$ cat src/logic/snprc_regs.vh
`ifndef SNPRC_REGS_VH
`define SNPRC_REGS_VH

// Register offsets
`define SNPRC_RANGE_CFG_OFS 8'h1D
`define SNPRC_GC_SNAP_CODE 8'h1E
`define SNPRC_KEEP_SNAP_CODE 8'h1F
`define SNPRC_RATE_PIN_OFS 8'h20
`define SNPRC_RANGE_ACT_OFS 8'h22

// Reset values
`define SNPRC_RANGE_CFG_RST 16'h0000
`define SNPRC_RATE_PIN_RST 8'h00

// Rate-pin status/control bit positions
`define SNPRC_PIN_LEVEL_BIT 7
`define SNPRC_RISE_SEEN_BIT 6
`define SNPRC_FALL_SEEN_BIT 5
`define SNPRC_FULL_RISE_BIT 4
`define SNPRC_KEEP_RISE_BIT 3
`define SNPRC_FULL_FALL_BIT 2
`define SNPRC_KEEP_FALL_BIT 1

// Range field layout
`define SNPRC_SENSE_CH1_MSB 15
`define SNPRC_BUS_CH1_MSB 7
`define SNPRC_FIELD_W 2
`define SNPRC_CODE_UNIPOLAR 2'h0
`define SNPRC_CODE_BIPOLAR 2'h1
`define SNPRC_CODE_BIPOLAR_HALF 2'h2
`define SNPRC_CODE_RESERVED 2'h3

// Results settle time
`define SNPRC_SETTLE_US 1000
`define SNPRC_CLK_MHZ 250
`define SNPRC_SETTLE_CYC (`SNPRC_SETTLE_US * `SNPRC_CLK_MHZ)

`endif

$ cat src/logic/snprc_ctrl.v
// Function
// - Command 1E snapshots results, clears accumulators
// - Results ready within 1 ms, held
// - Command 1F snapshots, keeps accumulators
// - Bit 7 shows live override pin level
// - Bit 6 sets on rise, full or 1E snapshot clears
// - Bit 5 sets on fall, full or 1E snapshot clears
// - Bits 4/2 enable limited full snapshot
// - Bits 3/1 enable limited keep snapshot
// - Enable bits change only by writes
// - Limited snapshot leaves active settings alone
// - Limited full clears accumulators, keep does not
// - Both enabled on edge: full wins
// - Rate pin register acts immediately
// - Range settings activate only on snapshot
// - Override pin high forces 8 SPS
`include "snprc_regs.vh"

module snprc_ctrl #(
   parameter SETTLE_CYC = `SNPRC_SETTLE_CYC,
   parameter [7:0] FULL_SNAP_CODE = 8'h00
) (
   // Clock, reset, enable
   input wire clk,
   input wire sys_rst,
   input wire ce,
   // Register write from the serial front end
   input wire wr_en,
   input wire [7:0] wr_addr,
   input wire [15:0] wr_data,
   // Register read
   input wire rd_en,
   input wire [7:0] rd_addr,
   output reg [15:0] rd_data,
   // Send Byte command
   input wire cmd_valid,
   input wire [7:0] cmd_code,
   // Rate-override pin and its function select
   input wire rate_pin,
   input wire rate_pin_sel,
   // Strobes and levels to conversion engine
   output wire results_snap_p,
   output wire accum_clear_p,
   output wire activate_p,
   output reg results_ready,
   output reg [15:0] range_active,
   output wire force_8sps
);

   reg pin_prev_r;
   reg [3:0] edge_en_r;
   reg [31:0] settle_cnt_r;
   reg snap_r;
   reg clr_r;
   reg act_r;

   wire cmd_full;
   wire cmd_gc;
   wire cmd_keep;
   wire pin_rise;
   wire pin_fall;
   wire lim_full;
   wire lim_keep;
   wire any_snap;
   wire any_clear;
   wire any_act;
   wire [7:0] rate_reg;
   wire [15:0] range_cfg_q;
   wire [15:0] range_act_q;
   wire pin_sync;
   wire rise_seen;
   wire fall_seen;
   wire range_wr;
   wire flag_clear;

   localparam [15:0] RANGE_RST = `SNPRC_RANGE_CFG_RST;

   genvar gi;

   assign cmd_full = cmd_valid && cmd_code == FULL_SNAP_CODE;
   assign cmd_gc = cmd_valid && cmd_code == `SNPRC_GC_SNAP_CODE;
   assign cmd_keep = cmd_valid && cmd_code == `SNPRC_KEEP_SNAP_CODE;

   // Edge detect on the second synchroniser stage only
   assign pin_rise = pin_sync && !pin_prev_r;
   assign pin_fall = !pin_sync && pin_prev_r;

   // Full beats keep when both enabled for the same edge
   assign lim_full = (pin_rise && edge_en_r[3]) || (pin_fall && edge_en_r[1]);
   assign lim_keep = !lim_full &&
      ((pin_rise && edge_en_r[2]) || (pin_fall && edge_en_r[0]));

   assign any_snap = cmd_full || cmd_gc || cmd_keep || lim_full || lim_keep;
   assign any_clear = cmd_full || cmd_gc || lim_full;
   assign any_act = cmd_full || cmd_gc || cmd_keep;

   assign results_snap_p = snap_r;
   assign accum_clear_p = clr_r;
   assign activate_p = act_r;
   assign force_8sps = rate_pin_sel && pin_sync;

   assign rate_reg = {pin_sync, rise_seen, fall_seen, edge_en_r, 1'b0};

   assign range_wr = ce && wr_en && wr_addr == `SNPRC_RANGE_CFG_OFS;
   assign flag_clear = cmd_full || cmd_gc;

   // Two-stage synchroniser for the asynchronous pin
   snprc_sync2 u_pin_sync (
      .clk(clk),
      .sys_rst(sys_rst),
      .ce(ce),
      .async_in(rate_pin),
      .sync_out(pin_sync)
   );

   // Edge history
   always @(posedge clk) begin
      if (sys_rst) begin
         pin_prev_r <= 1'b0;
      end else if (ce) begin
         pin_prev_r <= pin_sync;
      end
   end

   // Sticky edge flags, set wins over a same-cycle clear
   snprc_sticky u_rise_flag (
      .clk(clk),
      .sys_rst(sys_rst),
      .ce(ce),
      .set_ev(pin_rise),
      .clr_ev(flag_clear),
      .flag(rise_seen)
   );

   snprc_sticky u_fall_flag (
      .clk(clk),
      .sys_rst(sys_rst),
      .ce(ce),
      .set_ev(pin_fall),
      .clr_ev(flag_clear),
      .flag(fall_seen)
   );

   // Edge snapshot enables, changed only by writes
   always @(posedge clk) begin
      if (sys_rst) begin
         edge_en_r <= 4'h0;
      end else if (ce && wr_en && wr_addr == `SNPRC_RATE_PIN_OFS) begin
         edge_en_r <= wr_data[`SNPRC_FULL_RISE_BIT:`SNPRC_KEEP_FALL_BIT];
      end
   end

   // Programmed and active range fields, one per channel and quantity
   generate
      for (gi = 0; gi < 8; gi = gi + 1) begin : g_field
         snprc_range_field #(
            .W(`SNPRC_FIELD_W),
            .RST(RANGE_RST[2 * gi + 1:2 * gi])
         ) u_field (
            .clk(clk),
            .sys_rst(sys_rst),
            .ce(ce),
            .wr_stb(range_wr),
            .wr_val(wr_data[2 * gi + 1:2 * gi]),
            .act_stb(any_act),
            .prog_q(range_cfg_q[2 * gi + 1:2 * gi]),
            .act_q(range_act_q[2 * gi + 1:2 * gi])
         );
      end
   endgenerate

   // Active image straight from the field flip-flops
   always @* begin
      range_active = range_act_q;
   end

   // Snapshot strobes
   always @(posedge clk) begin
      if (sys_rst) begin
         snap_r <= 1'b0;
         clr_r <= 1'b0;
         act_r <= 1'b0;
      end else if (ce) begin
         snap_r <= any_snap;
         clr_r <= any_clear;
         act_r <= any_act;
      end
   end

   // Results settle window after each snapshot
   always @(posedge clk) begin
      if (sys_rst) begin
         settle_cnt_r <= 32'h0;
         results_ready <= 1'b0;
      end else if (ce) begin
         if (any_snap) begin
            settle_cnt_r <= SETTLE_CYC[31:0];
            results_ready <= 1'b0;
         end else if (settle_cnt_r > 32'h1) begin
            settle_cnt_r <= settle_cnt_r - 32'h1;
         end else if (settle_cnt_r == 32'h1) begin
            settle_cnt_r <= 32'h0;
            results_ready <= 1'b1;
         end
      end
   end

   // Read data
   always @(posedge clk) begin
      if (sys_rst) begin
         rd_data <= 16'h0000;
      end else if (ce && rd_en) begin
         case (rd_addr)
            `SNPRC_RANGE_CFG_OFS: rd_data <= range_cfg_q;
            `SNPRC_RATE_PIN_OFS: rd_data <= {8'h00, rate_reg};
            `SNPRC_RANGE_ACT_OFS: rd_data <= range_active;
            default: rd_data <= 16'h0000;
         endcase
      end
   end

endmodule // snprc_ctrl

module snprc_sync2 (
   // Clock, reset, enable
   input wire clk,
   input wire sys_rst,
   input wire ce,
   // Pin in, synchronised level out
   input wire async_in,
   output wire sync_out
);

   reg meta_r;
   reg sync_r;

   assign sync_out = sync_r;

   // Only the second stage is read outside
   always @(posedge clk) begin
      if (sys_rst) begin
         meta_r <= 1'b0;
         sync_r <= 1'b0;
      end else if (ce) begin
         meta_r <= async_in;
         sync_r <= meta_r;
      end
   end

endmodule // snprc_sync2

module snprc_sticky (
   // Clock, reset, enable
   input wire clk,
   input wire sys_rst,
   input wire ce,
   // Events
   input wire set_ev,
   input wire clr_ev,
   // Flag
   output wire flag
);

   reg flag_r;

   assign flag = flag_r;

   // A new event is never lost to a same-cycle clear
   always @(posedge clk) begin
      if (sys_rst) begin
         flag_r <= 1'b0;
      end else if (ce) begin
         if (set_ev) begin
            flag_r <= 1'b1;
         end else if (clr_ev) begin
            flag_r <= 1'b0;
         end
      end
   end

endmodule // snprc_sticky

module snprc_range_field #(
   parameter W = 2,
   parameter [W-1:0] RST = {W{1'b0}}
) (
   // Clock, reset, enable
   input wire clk,
   input wire sys_rst,
   input wire ce,
   // Programming and activation
   input wire wr_stb,
   input wire [W-1:0] wr_val,
   input wire act_stb,
   // Programmed and active codes
   output wire [W-1:0] prog_q,
   output wire [W-1:0] act_q
);

   reg [W-1:0] prog_r;
   reg [W-1:0] act_r;

   assign prog_q = prog_r;
   assign act_q = act_r;

   // Reserved codes kept as written; activation copies the old code on a same-cycle write
   always @(posedge clk) begin
      if (sys_rst) begin
         prog_r <= RST;
         act_r <= RST;
      end else if (ce) begin
         if (wr_stb) begin
            prog_r <= wr_val;
         end
         if (act_stb) begin
            act_r <= prog_r;
         end
      end
   end

endmodule // snprc_range_field

$ cat config.mk
export PLATFORM = sky130hd
export DESIGN_NAME = snprc_ctrl
export DESIGN_NICKNAME = d
export VERILOG_FILES = /design/src/logic/snprc_ctrl.v
export VERILOG_INCLUDE_DIRS = /design/src /design/src/logic
export SDC_FILE = /design/constraint.sdc
export NUM_CORES = 1
export LEC_CHECK = 0
export BUFFER_PORTS_ARGS = -buffer_cell sky130_fd_sc_hd__buf_4
export CAP_MARGIN = 5
export CORE_UTILIZATION = 50
export CTS_CLUSTER_DIAMETER = 150
export DETAILED_ROUTE_END_ITERATION = 8
export HOLD_SLACK_MARGIN = 0.05
export PLACE_DENSITY = 0.78
export REMOVE_ABC_BUFFERS = 1
export SETUP_SLACK_MARGIN = 0.1
export SKIP_CTS_REPAIR_TIMING = 1
export SYNTH_ARGS = -nofsm -noshare
export SYNTH_HDL_FRONTEND = slang
export SYNTH_SLANG_ARGS = --single-unit
$ cat constraint.sdc
create_clock -name clk -period 2.3 [get_ports clk]
set_clock_uncertainty 0.2 [all_clocks]
set_input_delay 0.23 -clock clk [delete_from_list [all_inputs] [get_ports clk]]
set_output_delay 0.23 -clock clk [all_outputs]
set_load 0.02 [all_outputs]
# Word-level counts from Yosys, hierarchy flattened
# Cells that the tools add are included.
[totals]
regBits = 93
inputBits = 48
output_inout_bits = 37
elab_cells = 85
[op_classes]
add_sub_neg = 1
magnitude_cmp = 1
eq_ne = 9
mux = 10
reduce_logical = 36
[ops]
columns = ["cell", "n"]
rows = [
  ["$mux 32", 3],
  ["$pmux 16 s3", 1],
  ["$eq 32x1->1 const B", 1],
  ["$eq 8x5->1 const B", 4],
  ["$gt 32x1->1 const B", 1],
  ["$sub 32x1->32 const B", 1],
  ["$eq 8x6->1 const B", 3],
  ["$logic_and 1x1->1", 15],
  ["$reduce_and 2->1", 5],
  ["$logic_not 8->1", 1],
  ["$logic_or 1x1->1", 7],
  ["$mux 1", 6],
  ["$reduce_bool 2->1", 3],
  ["$logic_not 1->1", 3],
  ["$reduce_and 3->1", 1],
  ["$reduce_bool 3->1", 1],
  ["$ne 2x2->1 const B", 1],
]

# Longest topological paths before layout
# Gate-level depths: netlist (run 1).
[depth]
word_depth = 9
ltp_mapped = 8
depth_no_buf = 7

# By module
# Synthesis (run 1) repeated with hierarchy kept, for this count alone.
[unflattened]
cells_unflattened = 506
hier_area_um2 = 4585.6
[modules_own_cells]
columns = ["module", "instances", "cells_each", "area_per_inst_um2", "seq_area_each_um2"]
rows = [
  ["snprc_ctrl", 1, 364, 3051.7, 1141.1],
  ["snprc_range_field", 8, 16, 172.7, 80.1],
  ["snprc_sticky", 2, 4, 42.5, 20.0],
  ["snprc_sync2", 1, 6, 67.6, 40.0],
]

# Worst setup path after synthesis (run 1)
# Ideal clock, no wire load.
[synth_timing]
kind = "register -> register"
startpoint = "register settle_cnt_r[12]"
endpoint = "register settle_cnt_r[22]"
setup_time_ns = 0.127
t_arrival_ns = 2.117
required_ns = 1.973
path_slack_ns = -0.143
stages_incl_launch_ff = 9
path_buffers = 3
period_less_slack_ns = 2.443
cell_sequence = "dfxtp_1 > or4_1 > clkbuf_1 > nor4_4 > and4_1 > buf_4 > buf_6 > a211oi_1 > mux2i_1"
[synth_between]
elab_chain_len = 3
word_cells_on_any_way = 7
classes_between = "add/sub: 1; order compare: 1; eq/ne: 1; mux: 2; reduce/logical: 2"
[synth_rtl]
columns = ["element", "line_no", "rtl"]
rows = [
  ["from (decl)", "snprc_ctrl.v:52", "reg [31:0] settle_cnt_r;"],
  ["from (signal assigned)", "snprc_ctrl.v:197", "settle_cnt_r <= SETTLE_CYC[31:0];"],
  ["from (signal assigned)", "snprc_ctrl.v:200", "settle_cnt_r <= settle_cnt_r - 32'h1;"],
  ["$sub 32x1->32, or another cell as far along", "snprc_ctrl.v:200", ""],
  ["$mux 32 / $reduce_bool 3->1 (equally long branches)", "--", ""],
  ["$mux 32 / $reduce_and 2->1 (equally long branches)", "--", ""],
]
# Several ways; a longest one is shown, not always the timed one.
# A chain may end at the register's enable or synchronous reset.

# Worst setup path after layout (run 1)
[layout_timing]
startpoint = "register settle_cnt_r[13]"
endpoint = "register settle_cnt_r[16]"
# Same word-level chain as after synthesis.

==> results of run 1 <==
[cell families after synthesis]
logic type               count (synthesis)
AO/OA/AOI/OAI                          111
flip-flops                              93
multiplexers                            38
buffers and inverters                   48
adder cells (fa/ha/maj)                  2
AND/OR/NAND/NOR                        257
[cell usage after synthesis (10+ instances only)]
cell type and number:
nor4_1 10, a211oi_1 15, nand2_1 48, nor2_1 67, clkbuf_1 32, nand3_1 25
nand4b_1 22, a21oi_1 35, dfxtp_1 93, a221oi_1 16, nand4_1 17, mux2i_1 33
nor3_1 25
[per-stage QoR]
stage / hold slack, ns / power (mW) / cells / setup TNS [ns]
after floorplan: 0.0991 / 4.57 / 511 / -24.32
after global placement: 0.251 / 6.61 / 766 / -1.15
after detailed placement: 0.262 / 6.71 / 766 / -2.78
after CTS: -0.110 / 7.84 / 782 / -2.03
after global routing: 0.0666 / 8.83 / 802 / -1.62
final: 0.0406 / 8.37 / 802 / -0.00400
[power breakdown]
group	internal, mW	switching, mW	total, mW
registers	1.91	0.279	2.19
clock network	0.457	0.661	1.12
logic	2.41	2.65	5.06
[flip-flops by register name (all words and copies together), names as in the netlist]
register	cells
settle_cnt_r	32
g_field.u_field.act_q	16
g_field.u_field.prog_q	16
rd_data	16
edge_en_r	4
accum_clear_p	1
activate_p	1
pin_prev_r	1
results_ready	1
results_snap_p	1
u_fall_flag.flag	1
u_pin_sync.meta_r	1
u_pin_sync.sync_out	1
u_rise_flag.flag	1
[layout make-up]
| class | instances | area (sq um) | share of cell area (%) |
|---|---|---|---|
| Clock buffer | 10 | 138 | 2.21 |
| Clock inverter | 6 | 66.3 | 1.06 |
| Inverter | 10 | 37.5 | 0.603 |
| Multi-Input combinational cell | 408 | 2640 | 42.4 |
| Sequential cell | 93 | 1860 | 29.9 |
| Tap cell | 108 | 135 | 2.17 |
| Timing Repair Buffer | 167 | 1350 | 21.6 |
[worst max path at each step]
stage | start | end | cells after the start
after detailed placement | ce | settle_cnt_r[15] | 6
after global routing | settle_cnt_r[13] | settle_cnt_r[4] | 6
after global placement | ce | settle_cnt_r[15] | 6
after floorplan | u_pin_sync.sync_out | settle_cnt_r[3] | 5
final | settle_cnt_r[13] | settle_cnt_r[16] | 6
after CTS | settle_cnt_r[26] | settle_cnt_r[6] | 6
[layout by cell type (no fill, tap or decap), types with 13 or more instances in the layout]
master / instances
nor2_1: 67
nand4b_1: 22
dfxtp_1: 93
nor3_1: 25
buf_4: 142
nand2_1: 48
dlygate4sd3_1: 17
mux2i_1: 33
nand4_1: 17
a21oi_1: 35
a211oi_1: 13
nand3_1: 25
a221oi_1: 16
[worst register-to-register path, stage by stage, from the launching register on]
cell	delay, ns
dfxtp_1	0.33
or4_4	0.56
nor4_4	0.35
a41oi_1	0.19
buf_4	0.20
a211oi_2	0.27
a211oi_2	0.07
[metal layers]
layer  wire length [microns]  vias to the layer above  part of all wire (%)
met3                     825                       42                   5.9
met1                    5940                     2373                    43
met2                    6730                      226                    48
met5                       0                        -                     0
li1                        -                     2350                     -
met4                     441                        0                   3.2
==> flow_summary.ini, run 1 <==
[power_and_ir_drop]
leakagePower_nw = 2.43
power-per-cell-area_nw_per_um2 = 1340
vdd_ir_drop_max_mv = 0.998

[critical_path]
cp_top_family = simple AND/OR/NAND/NOR gates
critical_path.startpoint_type = flip-flop
critical_path.slowest_cell = or4_4
setup.worst_path.end_class = flip-flop
cells_traversed_along_the_worst_timing_path = or4_4 > nor4_4 > a41oi_1 > buf_4 > a211oi_2 > a211oi_2
critPathMaxStageDelay_ns = 0.56
regToRegSetupSlack_ns = -0.004
setup.worst_path.class = flip-flop to flip-flop
r2r_end = settle_cnt_r[16]
critical_path.most_common_cell = a211oi_2
r2r_start = settle_cnt_r[13]
timing.critical_path.buf_inv = 1
worstPathArrival_ns = 2.32
worstPathMaxFanout = 6
r2r_cells = 6
cp.required_ns = 2.31

[global_route]
pin_count_of_the_biggest_net_entering_global_routing = 40
antenna_found_initial = 0
globalRouteMet3Util_pct = 4.37
globalRouteMet1Util_pct = 36.1
first_pass_grt_wire_length_microns = 22100
first_global_vias = 4638
grt-ovfl-total = 0
globalRoute.busiestLayer = met2
gr_layer_usage_met2_pct = 46.6
globalRouteTotalUtil_pct = 28.2

[floorplanning]
coreArea_sq_um = 8850
die_h_microns = 98.2
floorplan.initialDensity_pct = 52.3
die_width_microns = 98.2
design.portCount = 85
die-area_sq_um = 9640
num_rows = 34

[flow_run]
count_of_max_cap_constraint_violations = 0

[detailed_routing]
finalWirelength_microns = 13900
drc = 2
via_per_inst = 6.22
detailedRoute.firstIterationViolations = 427
drtAntennaViolNets = 0
drtPass1Iterations = 9
wl_per_cell_microns = 17.4
vias = 4991

[synthesis]
largest_family_of_logic_cells_by_synthesized_area = simple AND/OR/NAND/NOR gates
ys.flop_type = dfxtp_1
yosysWarningCount = 0
synth_xor_area_share_pct = 0
synth.area.mux_share_pct = 8.36
synth_sequential_area_ratio_pct = 40.3
postSynthRegisterBits = 93
synth_cell_types = 61
ys_async_sr_fraction_pct = 0
synthTopCellsByArea = dfxtp_1, mux2i_1, nor2_1
syn_avg_cell_area_sq_um = 8.42
synthAdderAreaFrac_pct = 0.541
synthDominantCellAreaShare_pct = 40.3
synthCells = 549
synth-compound-area-share_pct = 17.0
synth_enable_flop_cells = 0
cell_area_synth_sq_um = 4620
synthDominantAreaCellType = dfxtp_1
yosys.area_share.simple_pct = 29.7

[clock_tree]
clk_path_buf_depth = 2
cts_tree = done
path_clk_slew_ns = 0.10
cts.sink_count = 93
cts_root_buffer = clkbuf_8
cts_buffers = 9
clock_latency_late_sink_ns = 0.37
h-tree-depth = 3

[placed_design]
dpl_cell_area_sq_um = 5760
place.detailed.hpwl_microns = 9580
buffer_ports.inserted = 84
place.gp.congestion = 0.921
setup_slack_after_placement_ns = -0.150

[timing]
worstMarginPinSlew_ns = 0.742
finalWorstSetupSlack_ns = -0.00400
slew_violations = 0
rsz0062_at_grt = true
timing.slew.headroom_pct = 50.1
finalCritPeriodShare_pct = 100
fmaxAchievable_mhz = 434
post-route-min-period_ns = 2.30
timing.final.hold_violations = 0
setup_viol = 1

[layout]
final_util_pct = 70.4
n_fill_cell = 678
fin_nets = 739
drive_gt1_share_pct = 27.8
area_growth_pct = 34.7
postLayoutCellArea_sq_um = 6230
antenna-diode-count = 0

[worst_hold_path]
holdCritStartpoint = cmd_code[0]
min_delay_worst_endpoint = accum_clear_p
timing.hold.worst_path_depth = 3
hold_path.class = primary input to flip-flop

[outcome]
status = complete, but fails checks
violations = design-rule violations, negative setup slack
Power figures use the tool's default switching activity.
==> run 2: changes to the inputs <==
--- a/config.mk
+++ b/config.mk
@@ -8,14 +8,17 @@
 export LEC_CHECK = 0
 export BUFFER_PORTS_ARGS = -buffer_cell sky130_fd_sc_hd__buf_4
 export CAP_MARGIN = 5
-export CORE_UTILIZATION = 50
+export CELL_PAD_IN_SITES_DETAIL_PLACEMENT = 1
+export CELL_PAD_IN_SITES_GLOBAL_PLACEMENT = 1
+export CORE_UTILIZATION = 37
 export CTS_CLUSTER_DIAMETER = 150
 export DETAILED_ROUTE_END_ITERATION = 8
 export HOLD_SLACK_MARGIN = 0.05
-export PLACE_DENSITY = 0.78
+export PLACE_DENSITY = 0.77
 export REMOVE_ABC_BUFFERS = 1
 export SETUP_SLACK_MARGIN = 0.1
 export SKIP_CTS_REPAIR_TIMING = 1
+export SKIP_LAST_GASP = 1
 export SYNTH_ARGS = -nofsm -noshare
 export SYNTH_HDL_FRONTEND = slang
 export SYNTH_SLANG_ARGS = --single-unit
==> run 2 against run 1 <==
Against the previous run:
- the run ends with negative setup slack left
- first-iteration DRC count shrank 36%
- setup slack got worse by 0.048 ns
- cell count is 8.0% higher
- critical path type unchanged
- largest cell class unchanged
==> flow_summary.ini, run 2 (same netlist as run 1, synthesis figures left out) <==
[timing]
finalCritPeriodShare_pct = 102
worstMarginPinSlew_ns = 0.652
timing.final.hold_violations = 0
setup_total_negative_slack_ns = -0.173
slew_violations = 0
timing.slew.headroom_pct = 56.2
holdWs_ns = 0.0766
setup_viol = 9
fmaxAchievable_mhz = 425
finalWorstSetupSlack_ns = -0.0522
rsz0062_at_grt = true
post-route-min-period_ns = 2.35

[outcome]
violations = negative setup slack
status = complete, but fails checks

[worst_hold_path]
holdCritStartpoint = cmd_code[0]
hold_path.class = primary input to flip-flop

[critical_path]
worstPathMaxFanout = 6
critical_path.slowest_cell = or4_4
setup.worst_path.class = flip-flop to flip-flop
cp.required_ns = 2.30
critical_path.most_common_cell = a211oi_1
cp_top_family = simple AND/OR/NAND/NOR gates
setup.worst_path.end_class = flip-flop
timing.critical_path.buf_inv = 1
critical_path.startpoint_type = flip-flop
cells_traversed_along_the_worst_timing_path = or4_4 > nor4_4 > a41oi_1 > buf_4 > a211oi_1 > a211oi_1
worstPathArrival_ns = 2.35
critPathLaunch = settle_cnt_r[12]
r2r_start = settle_cnt_r[12]
critPathMaxStageDelay_ns = 0.57

[global_route]
first_global_vias = 5045
globalRouteTotalUtil_pct = 25.1
pin_count_of_the_biggest_net_entering_global_routing = 59
grt-ovfl-total = 0
antenna_found_initial = 0
first_pass_grt_wire_length_microns = 25300

[clock_tree]
cts_root_buffer = clkbuf_16
cts.sink_count = 93
cts_buffers = 9
h-tree-depth = 3
clk_path_buf_depth = 2
cts_tree = done
path_clk_slew_ns = 0.07
clock_latency_late_sink_ns = 0.35

[detailed_routing]
wl_per_cell_microns = 19.0
drtAntennaViolNets = 0
via_per_inst = 5.75
detailedRoute.firstIterationViolations = 273
drtPass1Iterations = 4
drc = 0
vias = 4977
finalWirelength_microns = 16400

[power_and_ir_drop]
report.power.total_mw = 8.87
leakagePower_nw = 2.49
vdd_ir_drop_max_mv = 0.654
power-per-cell-area_nw_per_um2 = 1380

[layout]
largest_register_ff_count = 32
area_growth_pct = 38.9
top_register = settle_cnt_r
final_util_pct = 53.0
fin_nets = 744
final_common_cell = buf_4
layout_common_cells = buf_4, dfxtp_1, nor2_1
antenna-diode-count = 0
drive_gt1_share_pct = 28.7

[flow_run]
count_of_max_cap_constraint_violations = 0

[floorplanning]
die-area_sq_um = 12900
die_h_microns = 114
design.portCount = 85
floorplan.initialDensity_pct = 38.2
die_width_microns = 114
num_rows = 40
coreArea_sq_um = 12100

[placed_design]
place.detailed.hpwl_microns = 11300
place.gp.congestion = 0.910
buffer_ports.inserted = 84
[run 2: changes by cell type in the layout (fill, tap and decap cells not counted), moves of 2 or more]
cell       before  now
buf_4         142  149
clkbuf_16       0    9
o2111ai_1       2    4
inv_8           3    1
clkbuf_8       10    0
[run 2: worst paths after layout]
check                                     end  slack [ns]  cells after the start
setup / recovery             settle_cnt_r[16]       -0.05                      6
setup reg to reg             settle_cnt_r[16]       -0.05                      6
hold reg to reg   g_field[5].u_field.act_q[1]        0.28                      2
hold / removal                  accum_clear_p        0.08                      3
[run 2: power breakdown]
group	leakage [nW]	switching, mW	internal, mW
Clock	0.144	0.677	0.848
Combinational	1.59	2.79	2.35
Sequential	0.756	0.288	1.92
[run 2: worst min-delay path, delay by kind of cell]
kind            cells  cell delay [ns]
buf+inv             1             0.10
compound gates      2             0.24
[run 2: cell type report]
class                      count  area [sq um]
inverter                      10          37.5
clock buffer                   9           225
multi-input combinational    408          2630
sequential                    93          1860
clock inverter                 6          71.3
fill                        1452          5690
timing repair buffer         172          1380
tap                          168           210
[run 2: per-layer routing]
| metal | track usage, % | wire length, microns | vias to the layer above |
|---|---|---|---|
| met5 | 0 | 0 | - |
| met4 | 11.1 | 461 | 0 |
| met3 | 5.95 | 799 | 33 |
| met2 | 43.4 | 8290 | 139 |
| met1 | 29.7 | 6890 | 2448 |
| li1 | - | - | 2357 |
[run 2: metrics by stage]
step	cell area, sq um	setup slack [ns]	instances
after floorplan	4470	-0.806	511
after global placement	5880	-0.105	832
after detailed placement	5880	-0.220	832
after CTS	6180	-0.175	847
after global routing	6420	-0.154	866
final	6420	-0.0522	866
==> run 3: changes to the inputs <==
--- a/config.mk
+++ b/config.mk
@@ -15,7 +15,6 @@
 export DETAILED_ROUTE_END_ITERATION = 8
 export HOLD_SLACK_MARGIN = 0.05
 export PLACE_DENSITY = 0.77
-export REMOVE_ABC_BUFFERS = 1
 export SETUP_SLACK_MARGIN = 0.1
 export SKIP_CTS_REPAIR_TIMING = 1
 export SKIP_LAST_GASP = 1
==> run 3 against run 2 <==
Against the previous run:
- the run still ends with negative setup slack left
- sequential cell count did not move
- global-route usage up 0.48 points
- utilization grew 3.0 points
- power increased by 15%
- setup slack better by 0.0047 ns
- routed wire length up 12%
- critical endpoint is now settle_cnt_r[22]
- critical path depth increased by 1
- first-iteration DRC count is 15% lower
- cell count increased by 0.69%
- final area increased by 5.6%
- die area is the same
==> flow_summary.ini, run 3 (same netlist as run 1, synthesis figures left out) <==
[timing]
post-route-min-period_ns = 2.35
finalCritPeriodShare_pct = 102
timing.final.hold_violations = 0
slew_violations = 0
fmaxAchievable_mhz = 426
timing.slew.headroom_pct = 61.4
setup_total_negative_slack_ns = -0.249
worstMarginPinSlew_ns = 0.574
setup_viol = 10
rsz0062_at_grt = true
finalWorstSetupSlack_ns = -0.0475

[layout]
largest_register_ff_count = 32
top_register = settle_cnt_r
final_common_cell = buf_4
antenna-diode-count = 0
drive_gt1_share_pct = 34.2
total_area_of_sequential_cells_sq_um = 1870
finalNonFillerCells = 872
n_fill_cell = 1415
final_util_pct = 56.0
area_growth_pct = 46.6
postLayoutCellArea_sq_um = 6780
fin_nets = 749
multi_input_area_sq_um = 2900
layout_common_cells = buf_4, dfxtp_1, nor2_1

[floorplanning]
die_h_microns = 114
num_rows = 40
die_width_microns = 114
design.portCount = 85
die-area_sq_um = 12900
coreArea_sq_um = 12100
floorplan.initialDensity_pct = 38.2

[placed_design]
dpl_cell_area_sq_um = 5890
buffer_ports.inserted = 84
place.detailed.hpwl_microns = 11500
place.gp.congestion = 0.924
dpl.cell_count = 827

[detailed_routing]
finalWirelength_microns = 18500
drtAntennaViolNets = 0
drtPass1Iterations = 4
drc = 0
wl_per_cell_microns = 21.2
detailedRoute.firstIterationViolations = 233
via_per_inst = 5.93
vias = 5173

[critical_path]
worstPathArrival_ns = 2.38
cells_traversed_along_the_worst_timing_path = or4_4 > nor4_4 > and4_4 > buf_4 > clkbuf_16 > a211oi_2 > mux2i_1
setup.worst_path.end_class = flip-flop
critical_path.startpoint_type = flip-flop
critPathMaxStageDelay_ns = 0.56
critical_path.slowest_cell = or4_4
cp.required_ns = 2.34
worstPathMaxFanout = 5
setup.worst_path.class = flip-flop to flip-flop

[outcome]
violations = negative setup slack
status = complete, but fails checks

[power_and_ir_drop]
power.clock.fraction_pct = 16.4
power-per-cell-area_nw_per_um2 = 1510
report.power.total_mw = 10.2
switching_share_pct = 43.4
vdd_ir_drop_max_mv = 0.683
switching_power_mw = 4.43
p_seq_share_pct = 22.1
internal_power_mw = 5.78
share_comb_of_total_power_pct = 61.5
leakagePower_nw = 2.58

[global_route]
pin_count_of_the_biggest_net_entering_global_routing = 52
antenna_found_initial = 0
grt-ovfl-total = 0
first_pass_grt_wire_length_microns = 26000
first_global_vias = 5266
globalRouteTotalUtil_pct = 25.6

[flow_run]
count_of_max_cap_constraint_violations = 0

[clock_tree]
cts_tree = done
clk_path_buf_depth = 2
path_clk_slew_ns = 0.08
h-tree-depth = 3
cts_buffers = 9
clock_latency_late_sink_ns = 0.36
cts.sink_count = 93
cts_root_buffer = clkbuf_16

[synthesis]
synthesis.nets = 599

[worst_hold_path]
hold_path.class = primary input to flip-flop
## run 3: worst paths after layout
path / start / to / slack, ns / cells after the start
worst max-delay path: settle_cnt_r[28] / settle_cnt_r[22] / -0.05 / 7
worst min-delay path: cmd_code[0] / accum_clear_p / 0.06 / 3
worst max register to register: settle_cnt_r[28] / settle_cnt_r[22] / -0.05 / 7
worst min register to register: activate_p / activate_p / 0.27 / 2
## run 3: per-layer routing
metal  share of wire [%]  track usage [%]  vias to the layer above
met3                 5.0             5.31                       51
li1                    -                -                     2356
met1                  39             28.8                     2589
met5                   0                0                        -
met2                  52             46.0                      177
met4                 3.4             12.6                        0
## run 3: critical path, delay by kind of cell, from the launching register on
kind,cells,cell delay [ns]
buffers and inverters,2,0.29
and+or+nand+nor,3,1.20
DFF,1,0.32
AOI/OAI and AO/OA,1,0.08
muxes,1,0.14
## run 3: area by class of cell
cell class,instances,area share [%]
clock buffer,10,3.38
clock inverter,6,1.38
inverter,10,0.554
multi-input combinational,408,42.7
sequential,93,27.6
tap,168,3.10
timing repair buffer,177,21.3
## run 3: power groups by stage
stage | Sequential [mW] | Clock [mW] | Combinational, mW
2_1_floorplan | 2.21 | 0 | 2.72
3_3_place_gp | 2.21 | 0 | 4.52
3_5_place_dp | 2.23 | 0 | 4.74
4_1_cts | 2.20 | 1.69 | 4.80
5_1_grt | 2.27 | 1.76 | 6.58
6_report | 2.25 | 1.68 | 6.28
## run 3: per-stage QoR
stage / worst slack (ns) / hold WS, ns
floorplan: -0.0234 / 0.174
global placement: -0.324 / 0.249
detailed placement: -0.203 / 0.261
CTS: -0.162 / -0.0842
global route: -0.0808 / 0.0856
finish: -0.0475 / 0.0605
